**config.mk**
```make
export PLATFORM = sky130hd
export DESIGN_NAME = aapt_ctrl
export DESIGN_NICKNAME = d
export VERILOG_FILES = /design/src/aapt_pkg.sv /design/src/aapt_txq_if.sv /design/src/aapt_ctrl.sv /design/src/aapt_txq.sv
export SDC_FILE = /design/constraint.sdc
export NUM_CORES = 1
export LEC_CHECK = 0
export ABC_AREA = 0
export CORE_UTILIZATION = 55
export DETAILED_ROUTE_END_ITERATION = 10
export DONT_BUFFER_PORTS = 1
export PLACE_DENSITY = 0.71
export SLEW_MARGIN = 10
export SYNTH_ARGS = -nofsm -noshare
export SYNTH_HDL_FRONTEND = slang
export SYNTH_HIERARCHICAL = 1
export SYNTH_SLANG_ARGS = --single-unit
```
**constraint.sdc**
```tcl
create_clock -name clock -period 7.5 [get_ports clock]
set_clock_uncertainty 0.1 [all_clocks]
set_input_delay 1.125 -clock clock [delete_from_list [all_inputs] [get_ports clock]]
set_output_delay 1.125 -clock clock [all_outputs]
set_load 0.05 [all_outputs]
```
**src/aapt_pkg.sv**
```systemverilog
// Constants, flag layout and state codes of the packet transaction controller
package aapt_pkg;
	localparam int AAPT_CLK_MHZ        = 10;
	localparam int AAPT_SETTLE_US      = 130;
	localparam int AAPT_SETTLE_CYC     = AAPT_SETTLE_US * AAPT_CLK_MHZ;
	localparam int AAPT_ACK_WIN_US     = 250;
	localparam int AAPT_ACK_WIN_CYC    = AAPT_ACK_WIN_US * AAPT_CLK_MHZ;
	localparam int AAPT_RETRY_STEP_US  = 250;
	localparam int AAPT_RETRY_STEP_CYC = AAPT_RETRY_STEP_US * AAPT_CLK_MHZ;
	localparam int AAPT_TMR_W          = 16;
	localparam int AAPT_LEN_W          = 6;
	localparam int AAPT_MAX_PAYLOAD    = 32;
	localparam int AAPT_TXQ_DEPTH      = 4;
	localparam int AAPT_TXQ_AW         = 2;
	localparam int AAPT_TXQ_CW         = 3;
	localparam int AAPT_RXQ_DEPTH      = 3;
	localparam int AAPT_NUM_PIPES      = 6;
	localparam int AAPT_FLAG_W         = 3;
	localparam int AAPT_FLAG_EXH       = 0;
	localparam int AAPT_FLAG_TXDONE    = 1;
	localparam int AAPT_FLAG_RXREADY   = 2;
	localparam logic [3:0] AAPT_CNT_MAX = 4'hf;

	typedef enum logic [7:0] {
		ST_STBY1     = 8'h01,
		ST_STBY2     = 8'h02,
		ST_TX        = 8'h04,
		ST_ACKWAIT   = 8'h08,
		ST_RETRYWAIT = 8'h10,
		ST_SETTLE    = 8'h20,
		ST_RX        = 8'h40,
		ST_RXACK     = 8'h80
	} aapt_state_t;
endpackage : aapt_pkg

```
**src/aapt_txq_if.sv**
```systemverilog
// Link between the controller and its queue of transmit payload lengths
interface aapt_txq_if;
	import aapt_pkg::*;
	logic                   push;
	logic [AAPT_LEN_W-1:0]  push_len;
	logic                   pop;
	logic [AAPT_LEN_W-1:0]  head_len;
	logic [AAPT_TXQ_CW-1:0] count;
	logic                   full;
	modport ctrl  (output push, push_len, pop, input head_len, count, full);
	modport queue (input push, push_len, pop, output head_len, count, full);
endinterface : aapt_txq_if

```
**src/aapt_ctrl.sv**
```systemverilog
// Automatic acknowledgement packet transaction controller, top level
module aapt_ctrl
	import aapt_pkg::*;
#(
	parameter int RETRY_STEP_CYC = AAPT_RETRY_STEP_CYC
) (
	input  wire logic                   clock,
	input  wire logic                   rst,
	input  wire logic                   clk_en,
	input  wire logic                   radio_activate,
	input  wire logic                   spi_select_n,
	input  wire logic                   tx_byte_strobe,
	input  wire logic                   primary_receive_select,
	input  wire logic                   pipe0_auto_ack_enable,
	input  wire logic [AAPT_NUM_PIPES-1:0] auto_ack_enable_mask,
	input  wire logic [AAPT_NUM_PIPES-1:0] pipe_enable_mask,
	input  wire logic [3:0]             retry_limit,
	input  wire logic [3:0]             retry_delay,
	input  wire logic                   air_rate_2m,
	input  wire logic                   tx_skip_ack,
	input  wire logic                   status_write,
	input  wire logic [AAPT_FLAG_W-1:0] status_write_data,
	input  wire logic                   rx_fifo_read,
	input  wire logic                   radio_tx_done,
	input  wire logic                   radio_ack_received,
	input  wire logic                   radio_packet_active,
	input  wire logic                   rx_packet_valid,
	input  wire logic                   rx_addr_match,
	input  wire logic                   rx_crc_ok,
	input  wire logic [2:0]             rx_pipe,
	input  wire logic                   rx_skip_ack,
	output logic                        radio_power_up,
	output logic                        radio_rx_on,
	output logic                        radio_tx_start,
	output logic                        radio_rate_2m,
	output logic                        ack_with_payload,
	output logic [AAPT_LEN_W-1:0]       tx_payload_length,
	output logic                        irq_n,
	output logic                        transmit_done_flag,
	output logic                        retry_exhausted_flag,
	output logic                        receive_ready_flag,
	output logic [2:0]                  receive_pipe_number,
	output logic [3:0]                  retry_count,
	output logic [3:0]                  lost_packet_count,
	output logic [1:0]                  rx_fifo_count
);
	aapt_txq_if txq ();
	aapt_txq u_txq (
		.clock  (clock),
		.rst    (rst),
		.clk_en (clk_en),
		.q      (txq.queue)
	);
	// Pins are asynchronous to the clock
	logic act_m, act_s, act_d, sel_m, sel_s, sel_d;
	always_ff @(posedge clock or posedge rst) begin
		if (rst) begin
			act_m <= 1'b0;
			act_s <= 1'b0;
			act_d <= 1'b0;
			sel_m <= 1'b1;
			sel_s <= 1'b1;
			sel_d <= 1'b1;
		end else if (clk_en) begin
			act_m <= radio_activate;
			act_s <= act_m;
			act_d <= act_s;
			sel_m <= spi_select_n;
			sel_s <= sel_m;
			sel_d <= sel_s;
		end
	end
	aapt_state_t            state, next_state;
	logic [AAPT_TMR_W-1:0]  timer, next_timer;
	logic [3:0]             next_retry, next_lost;
	logic [AAPT_FLAG_W-1:0] flags, next_flags, set_flags, clr_flags;
	logic [1:0]             next_rx_cnt;
	logic [2:0]             next_pipe;
	logic                   next_tx_start, next_ackpay, next_pwr, next_rx_on, next_irq_n;
	logic [AAPT_LEN_W-1:0]  next_txlen, byte_cnt, next_byte_cnt;
	logic                   skip_ack, next_skip_ack;
	logic                   act_rise, finish_ok, finish_fail, start_new, start_retry;
	logic                   rx_good, rx_push, more_tx, exh_after;
	logic [AAPT_TMR_W-1:0]  ard_cyc;
	assign act_rise = act_s && !act_d;
	assign ard_cyc  = AAPT_TMR_W'(RETRY_STEP_CYC * (int'(retry_delay) + 1));
	assign rx_good  = rx_packet_valid && rx_addr_match && rx_crc_ok
		&& (rx_pipe < 3'(AAPT_NUM_PIPES)) && pipe_enable_mask[rx_pipe];
	always_comb begin
		next_state    = state;
		next_timer    = (timer == '1) ? timer : timer + 1'b1;
		next_retry    = retry_count;
		next_lost     = lost_packet_count;
		next_pipe     = receive_pipe_number;
		next_txlen    = tx_payload_length;
		next_ackpay   = ack_with_payload;
		next_skip_ack = skip_ack;
		next_tx_start = 1'b0;
		set_flags     = '0;
		finish_ok     = 1'b0;
		finish_fail   = 1'b0;
		start_new     = 1'b0;
		start_retry   = 1'b0;
		rx_push       = 1'b0;
		txq.pop       = 1'b0;
		case (state)
			ST_STBY1: begin
				if (!primary_receive_select) begin
					start_new = act_rise && (txq.count != '0) && !flags[AAPT_FLAG_EXH];
				end else if (act_s) begin
					next_state = ST_SETTLE;
					next_timer = '0;
				end
			end
			ST_STBY2: begin
				if (!act_s) begin
					next_state = ST_STBY1;
				end else if (!primary_receive_select) begin
					start_new = (txq.count != '0) && !flags[AAPT_FLAG_EXH];
				end
			end
			ST_TX: begin
				if (radio_tx_done) begin
					if (pipe0_auto_ack_enable && !skip_ack) begin
						next_state = ST_ACKWAIT;
						next_timer = '0;
					end else begin
						finish_ok = 1'b1;
					end
				end
			end
			ST_ACKWAIT: begin
				if (radio_ack_received) begin
					finish_ok = 1'b1;
				end else if (timer >= AAPT_TMR_W'(AAPT_ACK_WIN_CYC - 1) && !radio_packet_active) begin
					next_state = ST_RETRYWAIT;
				end
			end
			ST_RETRYWAIT: begin
				if (timer >= ard_cyc - 1'b1) begin
					if (retry_count < retry_limit) begin
						start_retry = 1'b1;
						next_retry  = retry_count + 1'b1;
					end else begin
						finish_fail = 1'b1;
					end
				end
			end
			ST_SETTLE: begin
				if (!act_s) begin
					next_state = ST_STBY1;
				end else if (timer >= AAPT_TMR_W'(AAPT_SETTLE_CYC - 1)) begin
					next_state = ST_RX;
				end
			end
			ST_RX: begin
				if (!act_s) begin
					next_state = ST_STBY1;
				end else if (rx_good && (rx_fifo_count != 2'(AAPT_RXQ_DEPTH) || rx_fifo_read)) begin
					rx_push   = 1'b1;
					next_pipe = rx_pipe;
					set_flags[AAPT_FLAG_RXREADY] = 1'b1;
					if (auto_ack_enable_mask[rx_pipe] && !rx_skip_ack) begin
						next_state    = ST_RXACK;
						next_tx_start = 1'b1;
						next_ackpay   = (txq.count != '0);
						next_txlen    = (txq.count != '0) ? txq.head_len : '0;
					end
				end
			end
			ST_RXACK: begin
				if (radio_tx_done) begin
					txq.pop    = ack_with_payload;
					next_state = act_s ? ST_RX : ST_STBY1;
				end
			end
			default: begin
				next_state = ST_STBY1;
			end
		endcase
		if (finish_ok) begin
			set_flags[AAPT_FLAG_TXDONE] = 1'b1;
			txq.pop = 1'b1;
		end
		if (finish_fail) begin
			set_flags[AAPT_FLAG_EXH] = 1'b1;
			if (lost_packet_count != AAPT_CNT_MAX) begin
				next_lost = lost_packet_count + 1'b1;
			end
		end
		more_tx   = finish_ok ? (txq.count > AAPT_TXQ_CW'(1)) : (txq.count != '0);
		exh_after = finish_fail || flags[AAPT_FLAG_EXH];
		if (finish_ok || finish_fail) begin
			if (!act_s) begin
				next_state = ST_STBY1;
			end else if (more_tx && !exh_after && !primary_receive_select) begin
				start_new = 1'b1;
			end else begin
				next_state = ST_STBY2;
			end
		end
		if (start_new || start_retry) begin
			next_state    = ST_TX;
			next_tx_start = 1'b1;
			next_txlen    = txq.head_len;
			next_ackpay   = 1'b0;
		end
		if (start_new) begin
			next_retry    = '0;
			next_skip_ack = tx_skip_ack;
		end
		// A set in the same cycle as its clear wins
		clr_flags  = status_write ? status_write_data : '0;
		next_flags = (flags & ~clr_flags) | set_flags;
		next_irq_n = ~|next_flags;
		next_rx_cnt = rx_fifo_count;
		if (rx_push && !(rx_fifo_read && rx_fifo_count != '0)) begin
			next_rx_cnt = rx_fifo_count + 1'b1;
		end else if (!rx_push && rx_fifo_read && rx_fifo_count != '0) begin
			next_rx_cnt = rx_fifo_count - 1'b1;
		end
		next_pwr   = (next_state != ST_STBY1) && (next_state != ST_STBY2)
			&& (next_state != ST_RETRYWAIT);
		next_rx_on = (next_state == ST_RX) || (next_state == ST_ACKWAIT);
		// Bytes counted only while selected; release of select closes the packet
		next_byte_cnt = byte_cnt;
		txq.push      = 1'b0;
		txq.push_len  = byte_cnt;
		if (!sel_s && tx_byte_strobe && byte_cnt != AAPT_LEN_W'(AAPT_MAX_PAYLOAD)) begin
			next_byte_cnt = byte_cnt + 1'b1;
		end
		if (sel_s && !sel_d) begin
			txq.push      = (byte_cnt != '0);
			next_byte_cnt = '0;
		end
	end
	always_ff @(posedge clock or posedge rst) begin
		if (rst) begin
			state                <= ST_STBY1;
			timer                <= '0;
			retry_count          <= '0;
			lost_packet_count    <= '0;
			flags                <= '0;
			rx_fifo_count        <= '0;
			receive_pipe_number  <= '0;
			radio_tx_start       <= 1'b0;
			tx_payload_length    <= '0;
			ack_with_payload     <= 1'b0;
			skip_ack             <= 1'b0;
			radio_power_up       <= 1'b0;
			radio_rx_on          <= 1'b0;
			radio_rate_2m        <= 1'b0;
			irq_n                <= 1'b1;
			byte_cnt             <= '0;
		end else if (clk_en) begin
			state                <= next_state;
			timer                <= next_timer;
			retry_count          <= next_retry;
			lost_packet_count    <= next_lost;
			flags                <= next_flags;
			rx_fifo_count        <= next_rx_cnt;
			receive_pipe_number  <= next_pipe;
			radio_tx_start       <= next_tx_start;
			tx_payload_length    <= next_txlen;
			ack_with_payload     <= next_ackpay;
			skip_ack             <= next_skip_ack;
			radio_power_up       <= next_pwr;
			radio_rx_on          <= next_rx_on;
			radio_rate_2m        <= air_rate_2m;
			irq_n                <= next_irq_n;
			byte_cnt             <= next_byte_cnt;
		end
	end
	assign transmit_done_flag   = flags[AAPT_FLAG_TXDONE];
	assign retry_exhausted_flag = flags[AAPT_FLAG_EXH];
	assign receive_ready_flag   = flags[AAPT_FLAG_RXREADY];
endmodule : aapt_ctrl

```
**src/aapt_txq.sv**
```systemverilog
// Queue of payload lengths waiting in the transmit FIFO
module aapt_txq
	import aapt_pkg::*;
(
	input  wire logic clock,
	input  wire logic rst,
	input  wire logic clk_en,
	aapt_txq_if.queue q
);
	logic [AAPT_LEN_W-1:0]  mem      [AAPT_TXQ_DEPTH];
	logic [AAPT_LEN_W-1:0]  next_mem [AAPT_TXQ_DEPTH];
	logic [AAPT_TXQ_AW-1:0] wr_ptr, next_wr_ptr;
	logic [AAPT_TXQ_AW-1:0] rd_ptr, next_rd_ptr;
	logic [AAPT_TXQ_CW-1:0] count, next_count;
	logic                   do_push, do_pop;

	always_comb begin
		do_push     = q.push && (count != AAPT_TXQ_CW'(AAPT_TXQ_DEPTH));
		do_pop      = q.pop && (count != '0);
		next_mem    = mem;
		next_wr_ptr = wr_ptr;
		next_rd_ptr = rd_ptr;
		next_count  = count;
		if (do_push) begin
			next_mem[wr_ptr] = q.push_len;
			next_wr_ptr      = wr_ptr + 1'b1;
		end
		if (do_pop) begin
			next_rd_ptr = rd_ptr + 1'b1;
		end
		if (do_push && !do_pop) begin
			next_count = count + 1'b1;
		end else if (do_pop && !do_push) begin
			next_count = count - 1'b1;
		end
	end

	always_ff @(posedge clock or posedge rst) begin
		if (rst) begin
			for (int i = 0; i < AAPT_TXQ_DEPTH; i++) begin
				mem[i] <= '0;
			end
			wr_ptr <= '0;
			rd_ptr <= '0;
			count  <= '0;
		end else if (clk_en) begin
			mem    <= next_mem;
			wr_ptr <= next_wr_ptr;
			rd_ptr <= next_rd_ptr;
			count  <= next_count;
		end
	end

	assign q.head_len = mem[rd_ptr];
	assign q.count    = count;
	assign q.full     = (count == AAPT_TXQ_CW'(AAPT_TXQ_DEPTH));
endmodule : aapt_txq

```
==> metrics <==
outcome finished, final reports clean; Worst Setup End Kind register; via count 4871; Area Overhead vs Synth 6.23%; IO buf count 0; die width 110 um; max_cap viols 0; clock latency on the worst-skew pair 360 ps; peak supply drop 0.203 mV; Clock transition at path regs 70 ps; post-synthesis cell count 646; gp weighted congestion 0.907; Max transition margin 33.1%; Die ar. 12200 um^2; first-pass iteration count of the detailed router 4; Hold Buf Count CTS 0; Crit-path slowest cell fa_1; vias in the first global route 4986; Residual DRC 0; Worst Setup Path Type input port to register; GRT Total Usage 24.7%; fin crit period 6560 ps; syn nets 750; largest net degree at the start of global routing 66; number of fillers in the final layout 979; Worst Hold Class register to register; final net count 746; worst-margin pin slew 995 ps; initial core utilization 56.6%; arrival time worst endpoint 6700 ps; hold endpoint u_txq/mem[8]; first-pass GRT wire length 24.2 mm; post-route antenna net violation count 0; reg-to-reg slack, setup 4160 ps; Hold Startpoint u_txq/mem[8]; Lkg Pwr 3.20 nW; CORE AREA 11400 um^2; R2R cell count 5; final setup fails 0; CTS H-tree lvls 3; cell area after synthesis 6460 um^2; post-CTS resize count 0; Mean Syn Cell Area 10.0 um^2; # clock sinks 96; initial antenna violation count 0; FMAX 153 MHz; Crit path required time 7640 ps; Clk Tree Root Cell clkbuf_16; Worst Path Buf+Inv 2; IO Count 73; Hold Fails Final Rpt 0; Die Ht 110 um; Worst path depth 23; Setup TNS 0 ps; CP peak stage delay 510 ps; period utilization 87.4%; Rows 39; Worst R2R Start state[2]; max-slew violations 0; ant diodes 0; setup repair bufs after CTS 0; final core occ 60.1%; Overflow after GRT 0; layout cells sized above 1 13.1%; DR WL/cell 18.1 um; CP Cell Sequence ha_1 > xor2_1 > inv_1 > fa_1 > inv_1 > ha_1 > ha_1 > ha_1 > o21ai_0 > nor2_1 > nor2_1 > nor3b_1 > nand2b_1 > nor4_1 > xnor2_1 > ha_1 > a21oi_1 > o21ai_0 > a22oi_1 > a221oi_4 > o21ai_2 > nand2_2 > a31o_1; Pwr Density 267 nW/um^2; RR Endpoint timer[1]; hold path depth 1; Top delay family on crit path adder cells; Num CTS Buffers 9; CTS tree yes; crit start category input port; Crit Path Max Fanout 12; CP most frequent cell ha_1; clock tree buffer depth 2; vias per std cell 6.17; DP HPWL 10.6 mm; Synth Warn # 6; DRT iter0 DRCs 367; RSZ-0062 raised after global routing false; Total Wirelength 14.3 mm
==> layout make-up <==
cell class / instances / area, um^2 / area share [%]
Clock inverter: 6 / 68.8 / 1.00
Clock buffer: 10 / 229 / 3.33
Tap cell: 143 / 179 / 2.61
Timing Repair Buffer: 2 / 15.0 / 0.219
Inverter: 41 / 154 / 2.24
Multi-Input combinational cell: 492 / 3810 / 55.5
Sequential cell: 96 / 2410 / 35.1
==> how the worst max path moves through the flow <==
stage / to / slack (ps) / from
after global placement: tx_payload_length[0] / 890 / retry_delay[0]
final: tx_payload_length[2] / 940 / retry_delay[0]
after floorplan: tx_payload_length[0] / 1230 / retry_delay[0]
after detailed placement: tx_payload_length[2] / 640 / retry_delay[0]
after CTS: tx_payload_length[2] / 990 / retry_delay[0]
after global routing: tx_payload_length[2] / 430 / retry_delay[0]
==> report_power, final <==
| group | total, W | switching, W | leakage, nW | internal (W) |
|---|---|---|---|---|
| Sequential | 0.000804 | 0.000190 | 1.27 | 0.000615 |
| Clock | 0.000467 | 0.000206 | 0.143 | 0.000260 |
| Combinational | 0.000566 | 0.000294 | 1.79 | 0.000272 |
==> flip-flops by register name, indices dropped and copies added (netlist names), 2 cells and up <==
signal / flops
byte_cnt: 6
flags: 3
lost_packet_count: 4
receive_pipe_number: 3
retry_count: 4
rx_fifo_count: 2
state: 8
timer: 16
tx_payload_length: 6
u_txq/mem: 24
u_txq/q.count: 3
u_txq/rd_ptr: 2
u_txq/wr_ptr: 2
==> cells in the final DEF, fill, tap and decap left out, types with 13 or more instances in the layout <==
master and instances:
dfrtp_1 91, ha_1 54, nand2_1 45, nor2_1 45, inv_1 39, o21ai_0 33
a21oi_1 32, mux2_2 27, nand3_1 22, xnor2_1 21, nor3_1 14, and3_1 13
==> worst reg2reg max path: stages (launching register included) <==
cell and delay (ps):
dfrtp_1 460, nor4_1 870, nand3_1 310, a21oi_1 830, nor2_1 300, a32o_1 350
==> metal layers <==
metal	vias to the layer above	routed length (um)	share of wire, %	track usage (%)
met5	-	0	0	0
met4	0	399	2.8	11.1
met3	30	494	3.5	4.88
met2	81	7250	51	42.7
met1	2429	6160	43	29.7
li1	2331	-	-	-
==> stage by stage <==
stage	setup WS, ps	instance area, um^2	power, W	cells	hold WS [ps]
6_report	944	6870	0.00184	790	406
3_3_place_gp	887	6570	0.00134	774	383
2_1_floorplan	1230	6460	0.00124	646	374
5_1_grt	429	6870	0.00195	790	416
4_1_cts	993	6870	0.00184	790	407
3_5_place_dp	639	6570	0.00137	774	391
Power figures use the tool's default switching activity.
